===== config.mk =====
export PLATFORM = sky130hd
export DESIGN_NAME = stepper_ctrl
export DESIGN_NICKNAME = d
export VERILOG_FILES = /design/src/rtl/stepper_pkg.sv /design/src/rtl/stepper_ctrl.sv /design/src/rtl/sync2.sv /design/src/rtl/axis_channel.sv
export SDC_FILE = /design/constraint.sdc
export NUM_CORES = 2
export LEC_CHECK = 0
export BUFFER_PORTS_ARGS = -buffer_cell sky130_fd_sc_hd__buf_2
export CAP_MARGIN = 40
export CORE_ASPECT_RATIO = 1.5
export CORE_MARGIN = 5
export CORE_UTILIZATION = 44
export CTS_CLUSTER_SIZE = 16
export DETAILED_ROUTE_END_ITERATION = 6
export GPL_ROUTABILITY_DRIVEN = 0
export PLACE_DENSITY = 0.65
export SLEW_MARGIN = 15
export SYNTH_ARGS = -nofsm -noshare
export SYNTH_HDL_FRONTEND = slang
export SYNTH_SLANG_ARGS = --single-unit

===== constraint.sdc =====
create_clock -name clk_sys -period 13.9 [get_ports clk_sys]
set_input_delay 0.695 -clock clk_sys [delete_from_list [all_inputs] [get_ports clk_sys]]
set_output_delay 0.695 -clock clk_sys [all_outputs]
set_load 0.01 [all_outputs]

===== src/rtl/stepper_pkg.sv =====
// package: constants, types and register map of the three-axis step pulse controller
package stepper_pkg;

    localparam int          AXES          = 3;           // number of axis channels
    localparam int          CLK_HZ        = 10000000;    // system clock rate
    localparam int          STEP_MAX_HZ   = 60000;       // highest step pulse rate
    // least step period in cycles, rounded up
    localparam int          STEP_MIN_CYC  = (CLK_HZ + STEP_MAX_HZ - 1) / STEP_MAX_HZ;
    localparam logic [15:0] STEP_MIN_P    = 16'(STEP_MIN_CYC);
    localparam logic [15:0] PULSE_HI_CYC  = 16'h0005;    // step high time in cycles
    localparam logic [15:0] DIR_SETUP_CYC = 16'h0004;    // direction settle before step
    localparam logic [15:0] WDOG_CYC      = 16'hFFFF;    // watchdog timeout in cycles

    // register offsets (byte addresses)
    localparam logic [7:0] A_HOST_MBOX  = 8'h00;  // host to processor exchange word
    localparam logic [7:0] A_CPU_MBOX   = 8'h04;  // processor to host exchange word
    localparam logic [7:0] A_STATUS     = 8'h08;  // sticky event bits, write one clears
    localparam logic [7:0] A_MASK       = 8'h0C;  // interrupt mask
    localparam logic [7:0] A_CTRL       = 8'h10;  // control bits
    localparam logic [7:0] A_INPUTS     = 8'h14;  // live sensor levels and flags
    localparam logic [7:0] A_AX_BASE    = 8'h20;  // axis block base
    localparam logic [7:0] A_AX_STRIDE  = 8'h10;  // bytes per axis block
    localparam logic [7:0] A_BOARD_ID   = 8'h80;  // board type code
    localparam logic [7:0] BOARD_CODE   = 8'h5A;  // arbitrary neutral value

    // axis block word offsets
    localparam logic [3:0] AX_MOVE  = 4'h0;  // write: [31] dir, [15:0] step count
    localparam logic [3:0] AX_RATE  = 4'h4;  // step period in cycles
    localparam logic [3:0] AX_LOLIM = 4'h8;  // low travel limit
    localparam logic [3:0] AX_HILIM = 4'hC;  // high travel limit; read gives position

    // status bits
    localparam int ST_HOST_FULL = 0;  // host word written
    localparam int ST_CPU_FULL  = 1;  // processor word written
    localparam int ST_WDOG      = 2;  // watchdog expired
    localparam int ST_SUPPLY    = 3;  // analog supply fault
    localparam int ST_PFAIL     = 4;  // power fail stop
    localparam int ST_LIMIT     = 5;  // move refused by limit
    localparam int ST_BITS      = 6;

    // control bits
    localparam int CT_WDOG_KICK = 0;  // processor watchdog retrigger (pulse)
    localparam int CT_BOOST     = 1;  // boost field [3:1]
    localparam int CT_CLR_STOP  = 4;  // clear latched stop (pulse)

    typedef struct packed {
        logic [7:0]  addr;
        logic [31:0] wdata;
        logic        wr;
        logic        rd;
    } bus_req_t;

    typedef struct packed {
        logic        step;
        logic        dir;
        logic        busy;
        logic signed [31:0] pos;
    } axis_out_t;

endpackage : stepper_pkg


===== src/rtl/stepper_ctrl.sv =====
// top: register port, exchange words, safety stops and three axis channels
`timescale 1ns/1ps
// Notes on behaviour
// three channels: step, direction, boost outputs
// step rate never above 60 kHz
// home and probe inputs readable
// board code readable at 80h
// exchange through two 32-bit words
// interrupt on pending exchange word
// flags set on write, clear on read
// watchdog expiry halts all axes
// supply fault halts axes, flags host
// power fail halts all axes at once
// two travel limits per axis enforced
// offset compensation only with coprocessor
// direction settles before first step
module stepper_ctrl
    import stepper_pkg::*;
#(
    parameter logic [15:0] WDOG_TIMEOUT = WDOG_CYC,  // shorten in simulation
    parameter bit          HAS_COPROC   = 1'b0       // variant with offset compensation
) (
    input  wire logic        clk_sys,
    input  wire logic        rst_b,
    input  wire logic [7:0]  bus_addr,           // host register address
    input  wire logic [31:0] bus_wdata,          // host write data
    input  wire logic        bus_wr,             // host write strobe
    input  wire logic        bus_rd,             // host read strobe
    output logic      [31:0] bus_rdata,          // host read data, one cycle later
    output logic             irq,                // level interrupt to host
    input  wire logic [7:0]  cpu_addr,           // internal processor address
    input  wire logic [31:0] cpu_wdata,          // internal processor write data
    input  wire logic        cpu_wr,             // internal processor write strobe
    input  wire logic        cpu_rd,             // internal processor read strobe
    output logic      [31:0] cpu_rdata,          // internal processor read data
    output logic             cpu_irq,            // interrupt to internal processor
    input  wire logic [2:0]  home_switch_in,     // reference switches, pins
    input  wire logic [2:0]  probe_in,           // measuring sensors, pins
    input  wire logic        supply_fault_in,    // analog supply fault, pin
    input  wire logic        power_fail_stop,    // power fail, pin
    output logic             step_pulse_out_1,
    output logic             step_pulse_out_2,
    output logic             step_pulse_out_3,
    output logic             rotation_sense_out_1,
    output logic             rotation_sense_out_2,
    output logic             rotation_sense_out_3,
    output logic             current_boost_out_1,
    output logic             current_boost_out_2,
    output logic             current_boost_out_3
);
    // whole module state
    typedef struct packed {
        logic [31:0]         host_word;  // host to processor
        logic [31:0]         cpu_word;   // processor to host
        logic [ST_BITS-1:0]  status;     // sticky events
        logic [ST_BITS-1:0]  mask;       // host interrupt mask
        logic [2:0]          boost;      // boost levels
        logic                stop;       // latched safety stop
        logic [15:0]         wdog;       // watchdog down counter
        logic [AXES-1:0][15:0]        rate;   // step period per axis
        logic signed [AXES-1:0][31:0] lolim;  // low travel limit per axis
        logic signed [AXES-1:0][31:0] hilim;  // high travel limit per axis
        logic [31:0]         rdata;
        logic [31:0]         crdata;
        logic                irq;
        logic                cirq;
        logic [2:0]          step;
        logic [2:0]          dir;
        logic [2:0]          bst;
    } top_t;

    top_t r;       // registered state
    top_t next_r;  // next state

    logic [2:0]  home_s;   // synchronised home switches
    logic [2:0]  probe_s;  // synchronised probes
    logic        fault_s;  // synchronised supply fault
    logic        pfail_s;  // synchronised power fail
    logic [2:0]  start;    // move request per axis
    logic [2:0]  refused;  // limit refusals per axis
    logic        halt;     // all-axis stop
    axis_out_t   ax [AXES];

    // pin inputs through two flops
    sync2 u_sync_h0 (.clk_sys(clk_sys), .rst_b(rst_b), .d(home_switch_in[0]), .q(home_s[0]));
    sync2 u_sync_h1 (.clk_sys(clk_sys), .rst_b(rst_b), .d(home_switch_in[1]), .q(home_s[1]));
    sync2 u_sync_h2 (.clk_sys(clk_sys), .rst_b(rst_b), .d(home_switch_in[2]), .q(home_s[2]));
    sync2 u_sync_p0 (.clk_sys(clk_sys), .rst_b(rst_b), .d(probe_in[0]), .q(probe_s[0]));
    sync2 u_sync_p1 (.clk_sys(clk_sys), .rst_b(rst_b), .d(probe_in[1]), .q(probe_s[1]));
    sync2 u_sync_p2 (.clk_sys(clk_sys), .rst_b(rst_b), .d(probe_in[2]), .q(probe_s[2]));
    sync2 u_sync_sf (.clk_sys(clk_sys), .rst_b(rst_b), .d(supply_fault_in), .q(fault_s));
    sync2 u_sync_pf (.clk_sys(clk_sys), .rst_b(rst_b), .d(power_fail_stop), .q(pfail_s));

    // any safety source halts every axis
    assign halt = r.stop || pfail_s || fault_s || (r.wdog == 16'h0000);

    // three axis channels
    genvar g;
    generate
        for (g = 0; g < AXES; g++) begin : g_axis
            assign start[g] = cpu_wr && (cpu_addr == A_AX_BASE + 8'(g) * A_AX_STRIDE + 8'(AX_MOVE));
            axis_channel u_axis (
                .clk_sys (clk_sys),
                .rst_b   (rst_b),
                .start   (start[g]),
                .mv_dir  (cpu_wdata[31]),
                .mv_cnt  (cpu_wdata[15:0]),
                .period  (r.rate[g]),
                .lo_lim  (r.lolim[g]),
                .hi_lim  (r.hilim[g]),
                .halt    (halt),
                .ax      (ax[g]),
                .refused (refused[g])
            );
        end
    endgenerate

    // register access, flags, safety and outputs
    always_comb begin
        logic [ST_BITS-1:0] ev;   // events this cycle
        logic [ST_BITS-1:0] clr;  // write-one-clear from host, clear on exchange word read
        logic [7:0]         off;  // axis-relative offset
        int                 k;    // axis index
        ev     = '0;
        clr    = '0;
        off    = 8'h00;
        k      = 0;
        next_r = r;

        // watchdog counts down, processor retriggers
        if (r.wdog != 16'h0000) next_r.wdog = r.wdog - 16'h0001;

        // host side: write
        if (bus_wr) begin
            case (bus_addr)
                A_HOST_MBOX: begin
                    next_r.host_word = bus_wdata;
                    ev[ST_HOST_FULL] = 1'b1;
                end
                A_STATUS: clr = bus_wdata[ST_BITS-1:0];
                A_MASK:   next_r.mask = bus_wdata[ST_BITS-1:0];
                default: ;
            endcase
        end
        // host side: read
        next_r.rdata = 32'h0000_0000;
        if (bus_rd) begin
            case (bus_addr)
                A_HOST_MBOX: next_r.rdata = r.host_word;
                A_CPU_MBOX: begin
                    next_r.rdata = r.cpu_word;
                    clr[ST_CPU_FULL] = 1'b1;
                end
                A_STATUS:   next_r.rdata = 32'(r.status);
                A_MASK:     next_r.rdata = 32'(r.mask);
                A_INPUTS:   next_r.rdata = {24'h000000, fault_s, pfail_s, probe_s, home_s};
                A_BOARD_ID: next_r.rdata = 32'(BOARD_CODE);
                default:    next_r.rdata = 32'h0000_0000;
            endcase
        end

        // processor side: write
        if (cpu_wr) begin
            if (cpu_addr == A_CPU_MBOX) begin
                next_r.cpu_word = cpu_wdata;
                ev[ST_CPU_FULL] = 1'b1;
            end else if (cpu_addr == A_CTRL) begin
                if (cpu_wdata[CT_WDOG_KICK]) next_r.wdog = WDOG_TIMEOUT;
                next_r.boost = cpu_wdata[CT_BOOST +: 3];
                if (cpu_wdata[CT_CLR_STOP]) next_r.stop = 1'b0;
            end else if (cpu_addr >= A_AX_BASE && cpu_addr < A_BOARD_ID) begin
                off = cpu_addr - A_AX_BASE;
                k   = int'(off[7:4]);
                if (k < AXES) begin
                    case (off[3:0])
                        AX_RATE:  next_r.rate[k]  = cpu_wdata[15:0];
                        AX_LOLIM: next_r.lolim[k] = cpu_wdata;
                        AX_HILIM: next_r.hilim[k] = cpu_wdata;
                        default: ;
                    endcase
                end
            end
        end
        // processor side: read
        next_r.crdata = 32'h0000_0000;
        if (cpu_rd) begin
            if (cpu_addr == A_HOST_MBOX) begin
                next_r.crdata = r.host_word;
                clr[ST_HOST_FULL] = 1'b1;
            end else if (cpu_addr == A_STATUS) begin
                next_r.crdata = 32'(r.status);   // sticky bits, variant flag on top
                next_r.crdata[31] = HAS_COPROC;
            end else if (cpu_addr == A_INPUTS) begin
                next_r.crdata = {24'h000000, fault_s, pfail_s, probe_s, home_s};
            end else if (cpu_addr >= A_AX_BASE && cpu_addr < A_BOARD_ID) begin
                off = cpu_addr - A_AX_BASE;
                k   = int'(off[7:4]);
                if (k < AXES) next_r.crdata = ax[k].pos;
            end
        end

        // safety events
        ev[ST_WDOG]   = (r.wdog == 16'h0001);
        ev[ST_SUPPLY] = fault_s;
        ev[ST_PFAIL]  = pfail_s;
        ev[ST_LIMIT]  = |refused;
        if (ev[ST_WDOG] || fault_s || pfail_s) next_r.stop = 1'b1;

        // set wins over clear
        next_r.status = (r.status & ~clr) | ev;
        next_r.irq    = |(next_r.status & r.mask);
        next_r.cirq   = next_r.status[ST_HOST_FULL];

        // outputs from flops
        for (int i = 0; i < AXES; i++) begin
            next_r.step[i] = ax[i].step;
            next_r.dir[i]  = ax[i].dir;
            next_r.bst[i]  = r.boost[i] && ax[i].busy && !halt;
        end
    end

    // state register
    always_ff @(posedge clk_sys or negedge rst_b) begin
        if (!rst_b) begin
            r       <= '0;
            r.wdog  <= WDOG_CYC;
            for (int i = 0; i < AXES; i++) begin
                r.rate[i]  <= STEP_MIN_P;
                r.lolim[i] <= 32'sh8000_0000;
                r.hilim[i] <= 32'sh7FFF_FFFF;
            end
        end else begin
            r <= next_r;
        end
    end

    assign bus_rdata            = r.rdata;
    assign cpu_rdata            = r.crdata;
    assign irq                  = r.irq;
    assign cpu_irq              = r.cirq;
    assign step_pulse_out_1     = r.step[0];
    assign step_pulse_out_2     = r.step[1];
    assign step_pulse_out_3     = r.step[2];
    assign rotation_sense_out_1 = r.dir[0];
    assign rotation_sense_out_2 = r.dir[1];
    assign rotation_sense_out_3 = r.dir[2];
    assign current_boost_out_1  = r.bst[0];
    assign current_boost_out_2  = r.bst[1];
    assign current_boost_out_3  = r.bst[2];
endmodule : stepper_ctrl


===== src/rtl/sync2.sv =====
// two-flop synchroniser for one level
`timescale 1ns/1ps
module sync2 (
    input  wire logic clk_sys,
    input  wire logic rst_b,
    input  wire logic d,
    output logic      q
);
    logic meta;  // first stage, read only by q

    // two stages, reset low
    always_ff @(posedge clk_sys or negedge rst_b) begin
        if (!rst_b) begin
            meta <= 1'b0;
            q    <= 1'b0;
        end else begin
            meta <= d;
            q    <= meta;
        end
    end
endmodule : sync2


===== src/rtl/axis_channel.sv =====
// one axis: direction setup, rate-limited step pulses, position and limits
`timescale 1ns/1ps
module axis_channel
    import stepper_pkg::*;
(
    input  wire logic               clk_sys,
    input  wire logic               rst_b,
    input  wire logic               start,     // one-cycle move request
    input  wire logic               mv_dir,    // requested direction
    input  wire logic [15:0]        mv_cnt,    // steps to make
    input  wire logic [15:0]        period,    // step period in cycles
    input  wire logic signed [31:0] lo_lim,    // low travel limit
    input  wire logic signed [31:0] hi_lim,    // high travel limit
    input  wire logic               halt,      // stop all motion
    output axis_out_t               ax,        // step, dir, busy, position
    output logic                    refused    // one-cycle: move beyond limit
);
    typedef enum logic [1:0] {IDLE, SETUP, HIGH, LOW} ph_t;

    typedef struct packed {
        ph_t               ph;
        logic              step;
        logic              dir;
        logic [15:0]       left;
        logic [15:0]       cnt;
        logic [15:0]       per;
        logic signed [31:0] pos;
        logic              refused;
    } st_t;

    st_t s;       // registered state
    st_t next_s;  // next state
    logic signed [31:0] target;  // end position of request
    logic               step_d;  // step one cycle back, for the rate check
    logic [15:0]        gap;     // cycles since the last rising step, saturating

    // next state
    always_comb begin
        next_s         = s;
        next_s.refused = 1'b0;
        target = mv_dir ? s.pos - 32'(mv_cnt) : s.pos + 32'(mv_cnt);
        if (s.cnt != 16'h0000) next_s.cnt = s.cnt - 16'h0001;
        case (s.ph)
            IDLE: begin
                next_s.step = 1'b0;
                if (start && !halt && mv_cnt != 16'h0000) begin
                    if (target < lo_lim || target > hi_lim) begin
                        next_s.refused = 1'b1;
                    end else begin
                        next_s.dir  = mv_dir;
                        next_s.left = mv_cnt;
                        next_s.per  = (period < STEP_MIN_P) ? STEP_MIN_P : period;
                        next_s.cnt  = DIR_SETUP_CYC;
                        next_s.ph   = SETUP;
                    end
                end
            end
            SETUP: if (s.cnt == 16'h0000) begin
                next_s.step = 1'b1;
                next_s.cnt  = PULSE_HI_CYC - 16'h0001;
                next_s.ph   = HIGH;
            end
            HIGH: if (s.cnt == 16'h0000) begin
                next_s.step = 1'b0;
                next_s.pos  = s.dir ? s.pos - 32'sd1 : s.pos + 32'sd1;
                next_s.left = s.left - 16'h0001;
                next_s.cnt  = s.per - PULSE_HI_CYC - 16'h0001;
                next_s.ph   = LOW;
            end
            LOW: if (s.cnt == 16'h0000) begin
                if (s.left == 16'h0000) begin
                    next_s.ph = IDLE;
                end else begin
                    next_s.step = 1'b1;
                    next_s.cnt  = PULSE_HI_CYC - 16'h0001;
                    next_s.ph   = HIGH;
                end
            end
            default: next_s.ph = IDLE;
        endcase
        // halt: no new pulse; a high phase finishes and the low phase runs out
        // its period, so a restart after the halt cannot beat the rate limit
        if (halt && s.ph == SETUP) begin
            next_s.ph   = IDLE;
            next_s.step = 1'b0;
        end else if (halt && s.ph == LOW) begin
            next_s.step = 1'b0;
            next_s.left = 16'h0000;
            next_s.ph   = (s.cnt == 16'h0000) ? IDLE : LOW;
        end
    end

    // state register
    always_ff @(posedge clk_sys or negedge rst_b) begin
        if (!rst_b) begin
            s <= '0;
        end else begin
            s <= next_s;
        end
    end

    assign ax      = '{step: s.step, dir: s.dir, busy: (s.ph != IDLE), pos: s.pos};
    assign refused = s.refused;

    // spacing counter behind the rate check
    always_ff @(posedge clk_sys or negedge rst_b) begin
        if (!rst_b) begin
            step_d <= 1'b0;
            gap    <= 16'hFFFF;
        end else begin
            step_d <= s.step;
            if (s.step && !step_d) begin
                gap <= 16'h0001;
            end else if (gap != 16'hFFFF) begin
                gap <= gap + 16'h0001;
            end
        end
    end
endmodule : axis_channel


; ---- Word-level counts from Yosys, hierarchy flattened
; Index checks and enable logic that the tools add are counted.
[totals]
ff_bits = 682
in_bits = 94
out_inout_bits = 75
[classes]
addsub = 26
order_cmp = 15
n_eq_ne = 44
muxes = 125
bitwise = 10
reduce_logical = 77
[ops]
columns = operator, count
row1 = $mux W240, 3
row2 = $mux W32, 19
row3 = $mux W257, 2
row4 = $mux W16, 24
row5 = $mux W48, 7
row6 = $bwmux W96, 2
row7 = $mux W96, 2
row8 = $pmux W16 S4, 3
row9 = $pmux W32 S6, 1
row10 = $sub A16 B1 Y16 const B, 10
row11 = $logic_not A16 Y1, 7
row12 = $add A32 B16 Y32, 3
row13 = $add A32 B2 Y32 const B, 3
row14 = $gt A32 B32 Y1, 3
row15 = $lt A32 B32 Y1, 3
row16 = $pmux W16 S2, 3
row17 = $sub A32 B16 Y32, 3
row18 = $sub A32 B2 Y32 const B, 3
row19 = $reduce_bool A16 Y1, 5
row20 = $bmux W35 S2, 1
row21 = $demux W32 S2, 1
row22 = $bwmux W48, 1
row23 = $lt A16 B8 Y1 const B, 3
row24 = $sub A16 B3 Y16 const B, 3
row25 = other kinds (48), 182

; ---- Logic depth before layout (Yosys ltp)
[depth]
ltp_word = 13
ltp_mapped = 35

; ---- Cells and area by module
; A second synthesis with hierarchy kept.
[hier_totals]
hier_cells = 4788
hier_area_um2 = 46154.3
[modules_own_cells]
columns = module, n_inst, cells_per_inst, area_each_um2, seq_area_each_um2
row1 = stepper_ctrl, 1, 1249, 17356.6, 10418.7
row2 = axis_channel (g_axis[1].u_axis), 1, 1193, 9683.0, 2127.0
row3 = axis_channel (g_axis[0].u_axis), 1, 1169, 9414.0, 2127.0
row4 = axis_channel (g_axis[2].u_axis), 1, 1161, 9300.2, 2127.0
row5 = sync2, 8, 2, 50.0, 50.0

; ---- Worst setup path before layout
; No wires, ideal clock.
[synth_timing]
kind = input port to flip-flop
startpoint = in cpu_wdata[2]
endpoint = reg g_axis[2].u_axis.s[66] (netlist bit)
arrival_time_ps = 7211
t_required_ps = 13768
setup_slack_ps = 6557
path_stages = 30
n_path_buf = 2
path_cell_list = buf_6 nor3_4 buf_6 nand3_1 nor4b_1 ha_1 mux2i_1 ha_1 a21oi_1 nand2_1 a21oi_1 a31oi_1 a41oi_1 nor2b_1 a21oi_1 xnor2_1 ha_1 a21o_1 a21o_1 a21o_1 a21o_1 a21oi_1 o21ai_0 a2111oi_0 a211oi_1 a311oi_1 nand3_1 o21a_1 a221oi_1 nor2_1
[synth_rtl]
columns = item, line
row1 = "start, declared", stepper_ctrl.sv:32  ; input wire logic [31:0] cpu_wdata,
row2 = "end signal, assigned", axis_channel.sv:98  ; s <= next_s;
row3 = "end, declared", axis_channel.sv:31  ; st_t s;

; ---- Worst setup path in the final report
[layout_timing]
startpoint = in cpu_wdata[4]
endpoint = reg g_axis[1].u_axis.s[48] (netlist bit)
[layout_via]
elab_chain_cells = 6
word_cells_on_any_way = 10
[layout_rtl]
columns = item, line
row1 = $add A32 B16 Y32 / $sub A32 B16 Y32 (equally long branches), axis_channel.sv:41  ; target = mv_dir ? s.pos - 32'(mv_cnt) : s.pos + 32'(mv_cnt);
row2 = $mux W32, axis_channel.sv:41
row3 = $lt A32 B32 Y1 / $gt A32 B32 Y1 (equally long branches), axis_channel.sv:47  ; if (target < lo_lim || target > hi_lim) begin
row4 = $logic_or A1 B1 Y1, axis_channel.sv:47
row5 = $not A1 Y1 (no line), -
row6 = $reduce_and A3 Y1 (no line) (*), -
row7 = "end signal, assigned", axis_channel.sv:98
row8 = "end, declared", axis_channel.sv:31
; Every way passes the cells marked *; elsewhere a longest branch is shown, timed or not.
; A chain may end at the register's enable or synchronous reset.

==> impl_metrics.env <==
export IMPL_row_count=142
export IMPL_clockPowerShare_pct=46.1
export IMPL_die_y_um=397.8
export IMPL_detail_route_first_pass_iterations=6
export IMPL_fin_hold_ws_ps=47.15
export IMPL_power_frac_comb_pct=9.3
export IMPL_max_freq_mhz=120.2
export IMPL_synth_edf_count=0
export IMPL_die_w_um=268.5
export IMPL_ys_seq_area_share_pct=38.99
export IMPL_ys_ff_latch=681
export IMPL_rsz0062_at_grt="no"
export IMPL_grt_usage_pct=24.17
export IMPL_layout_common_cells="nand2_1 (555), dfrtp_1 (554), o21ai_0 (473)"
export IMPL_ant_nets=0
export IMPL_ys_async_sr_fraction_pct=100.0
export IMPL_cts_setup_buffers=0
export IMPL_cts_resized_gates=0
export IMPL_antenna_found_initial=2
export IMPL_hold_path_class="in2async"
export IMPL_vias=35560
export IMPL_max_stage_delay_ps=680
export IMPL_path_clk_slew_ps=60
export IMPL_p_per_area_nw_per_um2=96.44
export IMPL_design_die_area_um2=106800
export IMPL_slew_viol_final=0
export IMPL_netSwitchingFraction_pct=25.83
export IMPL_synthCells=4816
export IMPL_drt_iter0_drc=2688
export IMPL_holdBufCountCts=0
export IMPL_placed_cells=6086
export IMPL_final_cells=6225
export IMPL_crit_family="compound AO/OA/AOI/OAI gates"
export IMPL_fin_crit_sh_pct=59.86
export IMPL_criticalPathCategory="in2reg"
export IMPL_grt_pass1_vias=35650
export IMPL_cp_end_kind="flip-flop"
export IMPL_mostFrequentLayoutCell="nand2_1"
export IMPL_hold_violations=0
export IMPL_drive_gt1_share_pct=14.63
export IMPL_maxCapViolCount=0
export IMPL_min_period_ps=8321
export IMPL_cts_root_buf="clkbuf_16"
export IMPL_grt_max_degree=168
export IMPL_setup_tns_ps=0
export IMPL_dpl_hpwl_um=96490
export IMPL_final_seq_area_um2=17200
export IMPL_peakVddDrop_mv=0.08822
export IMPL_fillers=9367
export IMPL_tightest_slew_ps=976.0
export IMPL_p_int_w=0.003480
export IMPL_cp_data_required_time_ps=14410
export IMPL_drc=0
export IMPL_start_kind="primary input"
export IMPL_fin_skew_ps=26.74
export IMPL_syn_num_nets=5290
export IMPL_outcome="complete, no violations"
export IMPL_syn2layout_area_growth_pct=10.29
export IMPL_port_buffers=168
export IMPL_synth_avg_cell_area_um2=9.159
export IMPL_synthFlopType="dfrtp_1"
export IMPL_post_drt_wl_per_cell_um=21.00
export IMPL_power_frac_seq_pct=44.6
export IMPL_vias_per_cell=5.712
export IMPL_grt_first_pass_wirelength_um=203100
export IMPL_yosysUniqueCellTypes=108
export IMPL_cp_num_buf_inv=3
export IMPL_drt_total_wl_um=130700
export IMPL_ios=169
export IMPL_nets=5340
export IMPL_dpl_cell_area_um2=45980
export IMPL_htreeDepth=3
export IMPL_final_cell_area_um2=48650
export IMPL_grt_overflow=0
export IMPL_leakage_nw=23.88
export IMPL_initial_utilization_pct=44.26
export IMPL_cts_buffers=74
export IMPL_worstPathArrival_ps=8830
export IMPL_fp_coreArea_um2=99670
export IMPL_power_net_switching_w=0.001212
export IMPL_slew_headroom_pct=34.93
export IMPL_ys_warn_count=0
export IMPL_cts_num_sinks=681
export IMPL_multi_input_area_um2=24570
export IMPL_clk_latency_ps=640
export IMPL_crit_slowest_cell="nor3_4"
export IMPL_cts_buffer_depth=3
export IMPL_cp_common_cell="a21o_1"
export IMPL_path_max_fanout=48
export IMPL_finalSetupViolations=0
export IMPL_tritoncts="yes"
export IMPL_synth_cell_area_um2=44110
## power by group through the flow
stage | clock (W) | combinational (W) | sequential (W)
after floorplan | 0 | 0.000262 | 0.00211
after global placement | 0 | 0.000427 | 0.00212
after detailed placement | 0 | 0.000437 | 0.00212
after CTS | 0.00221 | 0.000440 | 0.00209
after global routing | 0.00228 | 0.000485 | 0.00210
final | 0.00216 | 0.000438 | 0.00209
## through the flow
step	util, %	power, W	worst slack, ps
finish	48.81	0.004691	5579
global route	48.81	0.004866	5046
CTS	48.81	0.004739	5736
detailed placement	46.13	0.002561	5069
global placement	45.99	0.002550	5272
floorplan	-	0.002376	6557
## synthesized netlist by cell type, drive strengths merged, types with 40 or more instances
cell	instances	share of area [%]
nand2	557	4.7
dfrtp	554	31
o21ai	477	5.4
ha	374	11
inv	296	2.5
a21oi	267	3.1
nor2	264	2.3
xnor2	201	4.0
clkbuf	151	1.3
a21o	150	2.6
mux2	148	3.8
dfstp	127	7.6
buf	111	1.7
xor2	104	2.1
nor3	95	1.2
nand3	83	0.94
nand4	51	0.72
nor4	50	0.72
o22ai	47	0.67
nor2b	45	0.66
a31oi	42	0.61
o21a	42	0.71
mux2i	40	0.91
## worst reg2reg max path, delay by kind of cell, from the launching register on
family | cells | cell delay [ps]
AO/OA/AOI/OAI | 16 | 4130
AND/OR/NAND/NOR | 7 | 1630
adder cells (fa/ha/maj) | 3 | 760
flip-flops | 1 | 380
XOR/XNOR | 1 | 190
buffers and inverters | 1 | 170
## cell type report
| cell class | instances | area share, % |
|---|---|---|
| Antenna cell | 1 | 0.005144 |
| Clock buffer | 101 | 4.455 |
| Clock inverter | 37 | 1.021 |
| Inverter | 302 | 2.330 |
| Multi-Input combinational cell | 3571 | 50.51 |
| Sequential cell | 681 | 35.36 |
| Tap cell | 1296 | 3.333 |
| Timing Repair Buffer | 236 | 2.994 |
## final timing paths
kind | from | endpoint | slack (ps) | depth (start not counted)
setup / recovery | cpu_wdata[4] | g_axis[1].u_axis.s[48]$_DFFE_PN0P_ | 5580 | 29
min in group clk_sys | power_fail_stop | u_sync_pf.meta$_DFF_PN0_ | 160 | 1
hold reg to reg | u_sync_sf.meta$_DFF_PN0_ | u_sync_sf.q$_DFF_PN0_ | 360 | 0
max in group asynchronous | rst_b | asynchronous set/reset pin | 11480 | 5
setup reg to reg | g_axis[0].u_axis.ax[0]$_DFFE_PN0P_ | g_axis[0].u_axis.s[55]$_DFF_PN0_ | 6480 | 28
hold / removal | rst_b | g_axis[2].u_axis.ax[22]$_DFFE_PN0P_ | 50 | 1
## logic make-up after synthesis
| family | after synthesis | synth area share (%) |
|---|---|---|
| AOI/OAI and AO/OA | 1326 | 18.91 |
| and+or+nand+nor | 1358 | 14.57 |
| DFF | 681 | 38.99 |
| muxes | 188 | 4.686 |
| adders and majority gates | 394 | 11.20 |
| buffers and inverters | 564 | 5.534 |
| xor gates and xnor gates | 305 | 6.107 |
## per-layer routing
metal | global-route usage (%) | wire length, um | up-vias
met4 | 14.39 | 9288 | 0
met2 | 42.43 | 64880 | 1007
met5 | 0 | 0 | -
li1 | - | - | 17150
met1 | 28.23 | 50740 | 17040
met3 | 2.762 | 5784 | 364
(Power assumes the default switching activity.)
